===== src/rtl/evpc_pkg.sv =====
// How it works
// - Drive pilot with 1 kHz bipolar PWM.
// - Duty cycle advertises the maximum available current.
// - From 6 to 51 A, duty equals amps/0.6.
// - From 51 to 80 A, duty is amps/2.5+64.
// - Hardware timer makes PWM; rating is a constant.
// - Optional derating input lowers the advertised duty.
// - Complete self tests before entering idle.
// - Idle holds steady positive DC, no modulation.
// - Seeing 9 V enters ready and starts PWM.
// - Connected sequence energises the charging relays.
// - Vehicle drops to 6 V; classify as charging.
// - 3 V means charging with ventilation required.
// - Return to 12 V ends session, back idle.
// - Faults de-energise relays: 0 V, diode, connection.
// - Sample the divided pilot with ADC once per period, except in error states.
package evpc_pkg;

  localparam int CLK_HZ       = 200_000_000;
  localparam int PWM_HZ       = 1000;
  localparam int PWM_PERIOD   = CLK_HZ / PWM_HZ;
  localparam int PWM_CNT_W    = 18;
  localparam int SELFTEST_US  = 10;
  localparam int SELFTEST_CYC = SELFTEST_US * (CLK_HZ / 1_000_000);
  localparam int ST_CNT_W     = 12;

  localparam int AMP_W = 7;
  localparam logic [AMP_W-1:0] AMP_MIN    = 7'h06;
  localparam logic [AMP_W-1:0] AMP_KNEE   = 7'h33;
  localparam logic [AMP_W-1:0] AMP_MAX    = 7'h50;
  localparam int               RATED_AMPS = 30;

  localparam int PM_W = 10;
  localparam logic [13:0] PM_LOW_MUL  = 14'h0032;
  localparam logic [13:0] PM_LOW_DIV  = 14'h0003;
  localparam logic [13:0] PM_HIGH_MUL = 14'h0004;
  localparam logic [13:0] PM_HIGH_OFS = 14'h0280;
  localparam logic [27:0] PM_FULL     = 28'h00003E8;

  // ADC full scale stands for 12 V; thresholds sit midway between levels.
  localparam int ADC_W = 10;
  localparam logic [ADC_W-1:0] THR_10V5 = 10'h37F;
  localparam logic [ADC_W-1:0] THR_7V5  = 10'h27F;
  localparam logic [ADC_W-1:0] THR_4V5  = 10'h17F;
  localparam logic [ADC_W-1:0] THR_1V5  = 10'h07F;

  localparam int             DEB_W   = 3;
  localparam logic [DEB_W-1:0] DEB_LAST = 3'h3;

  typedef enum logic [6:0] {
    ST_SELFTEST = 7'h01,
    ST_IDLE     = 7'h02,
    ST_READY    = 7'h04,
    ST_CHARGE   = 7'h08,
    ST_VENT     = 7'h10,
    ST_ERR_E    = 7'h20,
    ST_ERR_F    = 7'h40
  } evpc_state_e;

  typedef enum logic [4:0] {
    LV_12 = 5'h01,
    LV_9  = 5'h02,
    LV_6  = 5'h04,
    LV_3  = 5'h08,
    LV_0  = 5'h10
  } evpc_lvl_e;

  typedef struct packed {
    evpc_state_e state;
    evpc_lvl_e   level;
    logic        relay;
    logic        error;
  } evpc_status_s;

  function automatic evpc_lvl_e evpc_classify(input logic [ADC_W-1:0] code);
    if (code >= THR_10V5) return LV_12;
    else if (code >= THR_7V5) return LV_9;
    else if (code >= THR_4V5) return LV_6;
    else if (code >= THR_1V5) return LV_3;
    else return LV_0;
  endfunction

  function automatic logic [PM_W-1:0] evpc_duty_pm(input logic [AMP_W-1:0] amps);
    logic [AMP_W-1:0] a;
    logic [13:0]      t;
    a = (amps < AMP_MIN) ? AMP_MIN : ((amps > AMP_MAX) ? AMP_MAX : amps);
    if (a <= AMP_KNEE) begin
      t = (14'(a) * PM_LOW_MUL) / PM_LOW_DIV;
    end else begin
      t = 14'(a) * PM_HIGH_MUL + PM_HIGH_OFS;
    end
    return t[PM_W-1:0];
  endfunction

endpackage


===== src/rtl/evpc_pwm_timer.sv =====
`timescale 1ns/1ps
`default_nettype none
module evpc_pwm_timer
  import evpc_pkg::*;
#(
  parameter int PERIOD_CYC = PWM_PERIOD
) (
  input  wire logic                 mclk,       // System clock.
  input  wire logic                 rstn,       // Synchronous reset, active low.
  input  wire logic                 run,        // Modulate; otherwise steady high.
  input  wire logic [PWM_CNT_W-1:0] high_cyc,   // High-phase length in cycles.
  output logic                      phase_hi,   // Positive phase of the pilot.
  output logic                      sample_stb  // Pulse in middle of positive phase.
);

  localparam logic [PWM_CNT_W-1:0] LAST = PWM_CNT_W'(PERIOD_CYC - 1);

  logic [PWM_CNT_W-1:0] cnt_r;
  logic [PWM_CNT_W-1:0] mid;

  // When idle the sample point is mid-period so the DC level is still watched.
  assign mid = run ? (high_cyc >> 1) : PWM_CNT_W'(PERIOD_CYC / 2);

  always_ff @(posedge mclk) begin
    if (!rstn) begin
      cnt_r <= '0;
    end else if (cnt_r == LAST) begin
      cnt_r <= '0;
    end else begin
      cnt_r <= cnt_r + 1'b1;
    end
  end

  always_ff @(posedge mclk) begin
    if (!rstn) begin
      phase_hi   <= 1'b1;
      sample_stb <= 1'b0;
    end else begin
      phase_hi   <= run ? (cnt_r < high_cyc) : 1'b1;
      sample_stb <= (cnt_r == mid);
    end
  end
endmodule
`default_nettype wire


===== src/rtl/evpc_lvl_filter.sv =====
`timescale 1ns/1ps
`default_nettype none
module evpc_lvl_filter
  import evpc_pkg::*;
(
  input  wire logic             mclk,     // System clock.
  input  wire logic             rstn,     // Synchronous reset, active low.
  input  wire logic [ADC_W-1:0] adc_code, // Conversion result.
  input  wire logic             adc_done, // Result valid pulse.
  output evpc_lvl_e             lvl,      // Debounced pilot level.
  output logic                  lvl_vld   // A debounced level exists.
);

  evpc_lvl_e        cand_r;
  evpc_lvl_e        cls;
  logic [DEB_W-1:0] cnt_r;

  assign cls = evpc_classify(adc_code);

  always_ff @(posedge mclk) begin
    if (!rstn) begin
      cand_r  <= LV_12;
      cnt_r   <= '0;
      lvl     <= LV_12;
      lvl_vld <= 1'b0;
    end else if (adc_done) begin
      if (cls != cand_r) begin
        cand_r <= cls;
        cnt_r  <= '0;
      end else if (cnt_r != DEB_LAST) begin
        cnt_r <= cnt_r + 1'b1;
      end else begin
        lvl     <= cand_r;
        lvl_vld <= 1'b1;
      end
    end
  end
endmodule
`default_nettype wire


===== src/rtl/evpc_pilot_ctrl.sv =====
`timescale 1ns/1ps
`default_nettype none
module evpc_pilot_ctrl
  import evpc_pkg::*;
#(
  parameter int PERIOD_CYC = PWM_PERIOD,
  parameter int RATED      = RATED_AMPS
) (
  input  wire logic             mclk,          // System clock, 200 MHz.
  input  wire logic             rstn,          // Synchronous reset, active low.
  input  wire logic [ADC_W-1:0] adc_code,      // Divided pilot conversion result.
  input  wire logic             adc_done,      // Conversion finished pulse.
  input  wire logic             selftest_pass, // Self tests passed.
  input  wire logic             fault_in,      // Improper connection or diode fault.
  input  wire logic             fault_clr,     // Leave an error state.
  input  wire logic             derate_en,     // Operator derating active.
  input  wire logic [AMP_W-1:0] derate_amps,   // Operator current limit.
  output logic                  adc_start,     // Start one conversion.
  output logic                  pilot_pos,     // Drive pilot to +12 V.
  output logic                  pilot_neg,     // Drive pilot to -12 V.
  output logic                  relay_on,      // Energise charging relays.
  output logic                  evt_pulse,     // One cycle on each transition.
  output evpc_status_s          status         // State, level, relay and error.
);

  localparam logic [AMP_W-1:0] RATED_A = AMP_W'(RATED);

  evpc_state_e          state_r;
  evpc_state_e          state_nxt;
  evpc_lvl_e            lvl;
  logic                 lvl_vld;
  logic                 phase_hi;
  logic                 sample_stb;
  logic                 run;
  logic [AMP_W-1:0]     eff_amps;
  logic [PM_W-1:0]      duty_pm;
  logic [PWM_CNT_W-1:0] high_cyc_r;
  logic [ST_CNT_W-1:0]  st_cnt_r;
  logic                 st_done;
  logic                 is_err;
  logic                 is_live;
  logic                 filt_rstn;

  // Charging-related states, in which the pilot is modulated.
  assign is_live = (state_r == ST_READY) || (state_r == ST_CHARGE)
                   || (state_r == ST_VENT);
  assign is_err  = (state_r == ST_ERR_E) || (state_r == ST_ERR_F);
  assign run     = is_live;

  // The level filter restarts with every self test, so a level left over from
  // the session before an error cannot throw the new idle state out at once.
  assign filt_rstn = rstn && (state_r != ST_SELFTEST);

  // The operator may only lower the limit, never raise it above the rating.
  assign eff_amps = (derate_en && (derate_amps < RATED_A))
                    ? derate_amps : RATED_A;
  assign duty_pm  = evpc_duty_pm(eff_amps);

  // Registered so the wide multiply and divide stay off the timer path.
  always_ff @(posedge mclk) begin
    if (!rstn) begin
      high_cyc_r <= '0;
    end else begin
      high_cyc_r <= PWM_CNT_W'((28'(PERIOD_CYC) * 28'(duty_pm)) / PM_FULL);
    end
  end

  evpc_pwm_timer #(
    .PERIOD_CYC (PERIOD_CYC)
  ) u_timer (
    .mclk       (mclk),
    .rstn       (rstn),
    .run        (run),
    .high_cyc   (high_cyc_r),
    .phase_hi   (phase_hi),
    .sample_stb (sample_stb)
  );

  evpc_lvl_filter u_filter (
    .mclk     (mclk),
    .rstn     (filt_rstn),
    .adc_code (adc_code),
    .adc_done (adc_done),
    .lvl      (lvl),
    .lvl_vld  (lvl_vld)
  );

  // Self-test timer. It rests at zero outside self test, so every entry,
  // including the one after an error clear, runs the full span.
  always_ff @(posedge mclk) begin
    if (!rstn) begin
      st_cnt_r <= '0;
    end else if (state_r != ST_SELFTEST) begin
      st_cnt_r <= '0;
    end else if (!st_done) begin
      st_cnt_r <= st_cnt_r + 1'b1;
    end
  end

  assign st_done = (st_cnt_r == ST_CNT_W'(SELFTEST_CYC - 1));

  // Errors are latched: only an explicit clear leaves them, and that clear
  // always runs the self test again before the pilot is offered to a vehicle.
  always_comb begin
    state_nxt = state_r;
    case (state_r)
      ST_SELFTEST: begin
        if (st_done) begin
          state_nxt = selftest_pass ? ST_IDLE : ST_ERR_F;
        end
      end
      ST_IDLE: begin
        if (fault_in) begin
          state_nxt = ST_ERR_F;
        end else if (lvl_vld && lvl == LV_0) begin
          state_nxt = ST_ERR_E;
        end else if (lvl_vld && lvl != LV_12) begin
          state_nxt = ST_READY;
        end
      end
      ST_READY, ST_CHARGE, ST_VENT: begin
        if (fault_in) begin
          state_nxt = ST_ERR_F;
        end else if (lvl_vld) begin
          case (lvl)
            LV_12:   state_nxt = ST_IDLE;
            LV_9:    state_nxt = ST_READY;
            LV_6:    state_nxt = ST_CHARGE;
            LV_3:    state_nxt = ST_VENT;
            LV_0:    state_nxt = ST_ERR_E;
            default: state_nxt = ST_ERR_F;
          endcase
        end
      end
      ST_ERR_E, ST_ERR_F: begin
        if (fault_clr) begin
          state_nxt = ST_SELFTEST;
        end
      end
      default: state_nxt = ST_ERR_F;
    endcase
  end

  always_ff @(posedge mclk) begin
    if (!rstn) begin
      state_r <= ST_SELFTEST;
    end else begin
      state_r <= state_nxt;
    end
  end

  // Pilot drive: DC high before a vehicle, PWM while connected,
  // 0 V for a shorted pilot, steady negative for an unknown fault.
  always_ff @(posedge mclk) begin
    if (!rstn) begin
      pilot_pos <= 1'b0;
      pilot_neg <= 1'b0;
    end else begin
      case (state_r)
        ST_SELFTEST, ST_IDLE: begin
          pilot_pos <= 1'b1;
          pilot_neg <= 1'b0;
        end
        ST_READY, ST_CHARGE, ST_VENT: begin
          pilot_pos <= phase_hi;
          pilot_neg <= !phase_hi;
        end
        ST_ERR_E: begin
          pilot_pos <= 1'b0;
          pilot_neg <= 1'b0;
        end
        default: begin
          pilot_pos <= 1'b0;
          pilot_neg <= 1'b1;
        end
      endcase
    end
  end

  // The relays close only once the vehicle asks for power, so that any
  // other state, including a stuck controller after reset, leaves them open.
  always_ff @(posedge mclk) begin
    if (!rstn) begin
      relay_on <= 1'b0;
    end else begin
      relay_on <= (state_r == ST_CHARGE) || (state_r == ST_VENT);
    end
  end

  // No conversions are asked for in an error state, because no level can
  // lead out of one and a shorted pilot is not worth sampling.
  always_ff @(posedge mclk) begin
    if (!rstn) begin
      adc_start <= 1'b0;
    end else begin
      adc_start <= sample_stb && !is_err;
    end
  end

  // Status follows the next state, so that it, the state register and the
  // event pulse all change on one edge.
  always_ff @(posedge mclk) begin
    if (!rstn) begin
      evt_pulse <= 1'b0;
      status    <= '{state: ST_SELFTEST, level: LV_12, relay: 1'b0, error: 1'b0};
    end else begin
      evt_pulse    <= (state_nxt != state_r);
      status.state <= state_nxt;
      status.level <= lvl;
      status.relay <= (state_nxt == ST_CHARGE) || (state_nxt == ST_VENT);
      status.error <= (state_nxt == ST_ERR_E) || (state_nxt == ST_ERR_F);
    end
  end
endmodule
`default_nettype wire


===== config.mk =====
export PLATFORM = sky130hd
export DESIGN_NAME = evpc_pilot_ctrl
export DESIGN_NICKNAME = d
export VERILOG_FILES = /design/src/rtl/evpc_pkg.sv /design/src/rtl/evpc_pwm_timer.sv /design/src/rtl/evpc_lvl_filter.sv /design/src/rtl/evpc_pilot_ctrl.sv
export SDC_FILE = /design/constraint.sdc
export NUM_CORES = 1
export LEC_CHECK = 0
export ABC_AREA = 1
export BUFFER_PORTS_ARGS = -buffer_cell sky130_fd_sc_hd__buf_4
export CORE_ASPECT_RATIO = 0.8
export CORE_MARGIN = 4
export CORE_UTILIZATION = 28
export CTS_CLUSTER_DIAMETER = 150
export DETAILED_ROUTE_END_ITERATION = 8
export PLACE_DENSITY = 0.43
export SLEW_MARGIN = 20
export SYNTH_ARGS = -nofsm -noshare
export SYNTH_HDL_FRONTEND = slang
export SYNTH_SLANG_ARGS = --single-unit

===== constraint.sdc =====
create_clock -name mclk -period 31.5 [get_ports mclk]
set_input_delay 6.3 -clock mclk [delete_from_list [all_inputs] [get_ports mclk]]
set_output_delay 6.3 -clock mclk [all_outputs]
set_load 0.01 [all_outputs]

==> flow_results.org <==
** Outcome
- The run finished with clean final reports.

** Yosys
- Cell count after synthesis :: 2304
- The most used flip-flop cell after synthesis is dfxtp_1.
- Number of synthesized flops with an enable pin :: 0
- The synthesized netlist devotes between 10% and 20% of its cell area to compound gates.
- Average instance area after synthesis :: 6.12 sq um
- The synthesized design contains 83 register bits.
- In the synthesized netlist the async set-or-reset flop fraction comes to 0%.
- Post-synth design cell area :: 14100 sq um
- Simple-gate share of the synthesized area :: between 40 and 50%
- Combinational family with the most area after synthesis :: simple AND/OR/NAND/NOR gates
- Mux contribution to synthesized area :: 0%
- YS warnings :: 0
- Yosys cell types :: 74
- After Yosys synthesis, XOR and XNOR cells account for 5.15% of the synthesized area.
- After Yosys synthesis, full adders, half adders and majority gates account for roughly 15% of the synthesized area.
- Share of the yosys chip area belonging to registers :: 11.8%

** Global routing
- Most crowded layer after global routing :: met1
- Across every metal layer, demand over resource in global routing totals about 14%.
- In the global route stage, met1 resource usage came out at 21.5%.
- Number of global-route vias before repair :: 12925
- For this run, global-route usage on met3 was measured as under 10%.
- The first global-routing pass estimated between 60000 and 70000 microns of wire.
- Number of antenna violations at the first check in global routing :: 0
- Entering global routing, the biggest net connects 32 pins.
- After global routing the overflow that remains totals 0.
- Global routing used 20.5% of the available met2 tracks.

** Timing
- Derived from the worst setup path, the maximum achievable clock frequency is around 0.034 GHz.
- Slew Limit Headroom :: between 30% and 40%
- Final cycle utilization of the critical path :: 94.2%
- Setup violations remaining at the end of the flow were counted as 0.
- The final hold violation count was 0.
- Tightest hold margin :: ~440 ps
- After layout, the minimum clock period comes to 29690 ps.
- The number of pins exceeding their max-slew limit in the final report was 0.
- Slew at the pin closest to its max-slew limit :: 989 ps
- Clock Skews :: between 10 and 15 ps

** Finish
- Number of non-filler instances in the completed layout :: 3091
- Layout overhead on the synthesized area :: 19.2%
- The number of antenna diodes in the final layout is 0.
- Commonest cells after routing, fill and taps aside :: nand2_1, inv_1, nor2_1
- The final layout contains 2587 nets.
- Fraction of final layout cells sized beyond drive strength 1 :: a little under a quarter
- Leaving out fill and tap cells, the most frequent cell in the layout is nand2_1.

** Setup path
- Critical-path cell with the highest stage delay :: fa_1
- Cell type with the highest occurrence count on the critical path :: nand2_1
- Top delay family on crit path :: simple AND/OR/NAND/NOR gates
- Tracing the worst setup path back leads to its startpoint at derate_amps[6].
- Classification of the worst setup path :: in2reg
- STA classifies the critical path startpoint as an input pin.
- Largest incremental delay on the critical path :: 530 ps
- Critical path buffer and inverter count :: 26
- For the worst setup path, the data arrival time is between 20000 and 30000 ps.
- Launch point of the worst reg-to-reg path :: status[11]
- The worst setup path is captured at a register.
- At the worst endpoint, the required time is 31750 ps.
- Crit-path max FO :: 14

** Clock network
- Clock sink count :: 83
- Clock latency on the worst-skew pair :: 350 ps
- TritonCTS built the clock tree.
- CTS built an H-tree with a depth of 3.
- After clock tree synthesis, the clock-pin slew on the worst setup and hold paths is 70 ps.
- Cell chosen for the clock root :: clkbuf_16
- Total CTS buffers :: 9
- The longest clock path from root to sink contains 2 buffers.

** Routing
- Once detail routing completed, the nets flagged for antenna violations numbered 0.
- 1st-iter DRT viols :: 718
- In the final routed layout, each cell accounts on average for 12.5 microns.
- Residual DRC :: 0
- Via Count :: 14051
- TritonRoute pass-1 iters :: 7
- Wires add up to 38500 microns.
- Dividing the detail-routed via count by the number of cells gives 4.55.

** Die
- The die is 259 microns wide.
- For this configuration, the core starts out at a cell density of roughly 28%.
- In this run the standard cell core region covers 49700 sq um.
- Number of placement rows :: 73
- Total Die Area :: 54000 sq um
- 43 I/O pins were placed.
- Die Height :: about 210 microns

** Placed design
- GPL Wtd Cong :: 0.840
- Detailed placement ended at an HPWL of 31600 microns.
- The count of buffers added on input and output ports is 42.
- Cell count after placement :: 3025

** Worst hold path
- In this run the most critical hold path is launched from u_timer.phase_hi.
- The path class of the tightest hold or removal check is reg2reg.

** Job
- Across the run, the number of max-cap violations was 0.
cell usage after synthesis, drive strengths merged, types with 4 or more instances:
library cell	instances	area, sq um
nand3b	7	52.6
nand2	733	3210
a211oi	5	42.5
nand4	38	265
inv	402	1510
clkbuf	8	40.0
and2	5	31.3
fa	20	400
a31oi	5	31.3
xnor2	16	163
clkinv	7	32.5
nor2	269	1280
xor2	60	563
a21o	5	37.5
or2	9	56.3
nand3	201	1210
nor4	16	106
a2111oi	5	43.8
dfxtp	83	1660
o21ai	91	482
o211ai	14	115
a21oi	99	529
nor3	23	130
nor3b	4	30.0
o21bai	19	188
ha	132	1650
o22ai	4	25.0
through the flow:
| step | cell area (sq um) | util, % | worst slack [ps] | TNS [ps] |
|---|---|---|---|---|
| after global routing | 16800 | 33.8 | -278 | -278 |
| after CTS | 15500 | 31.3 | 107 | 0 |
| final | 16800 | 33.8 | 1810 | 0 |
| after detailed placement | 15300 | 30.7 | -308 | -308 |
| after floorplan | 14100 | - | 3400 | 0 |
| after global placement | 15300 | 30.7 | 61.4 | 0 |
final cells by class:
type / instances / area [sq um]
Sequential cell: 83 / 1660
Tap cell: 675 / 845
Multi-Input combinational cell: 1811 / 11700
Inverter: 409 / 1560
Clock buffer: 9 / 225
Clock inverter: 7 / 50.0
Fill cell: 5559 / 32900
Timing Repair Buffer: 97 / 728
state kept, by name, summed over array words and instances, names as in the netlist:
signal and count:
u_timer.cnt_r 18, u_filter.cand_r 5, u_timer.sample_stb 1, pilot_neg 1, status 14, pilot_pos 1
u_timer.phase_hi 1, u_filter.cnt_r 3, st_cnt_r 12, adc_start 1, evt_pulse 1, high_cyc_r 18
u_filter.lvl_vld 1, u_filter.lvl 5, relay_on 1
worst paths after layout:
| check | endpoint | slack [ps] | cells after the start |
|---|---|---|---|
| setup / recovery | high_cyc_r[0] | 1810 | 194 |
| hold / removal | pilot_neg | 440 | 1 |
| setup reg to reg | evt_pulse | 27450 | 15 |
| hold reg to reg | pilot_neg | 440 | 1 |
layer usage:
| metal | vias to the layer above | share of wire [%] |
|---|---|---|
| met5 | - | 0 |
| met4 | 0 | 0.47 |
| met3 | 12 | 2.3 |
| met2 | 120 | 41 |
| met1 | 6358 | 56 |
| li1 | 7561 | - |
logic make-up after synthesis:
kind of cell | Yosys count
XOR/XNOR | 76
AO/OA/AOI/OAI | 264
AND/OR/NAND/NOR | 1307
adder cells (fa/ha/maj) | 152
other | 2
buffers and inverters | 420
flip-flops | 83
repair_timing:
item | CTS | global route
pin swaps | 0 | 71
endpoints found under the hold margin | 0 | 0
resized for setup | 1 | 197
setup buffers | 0 | 49
setup endpoints to repair | 1 | 5
hold buffers | 0 | 0
cloned | 0 | 1
Power is not shown: default switching activity piles up to over one toggle a cycle in this logic, so the estimate is an artifact.
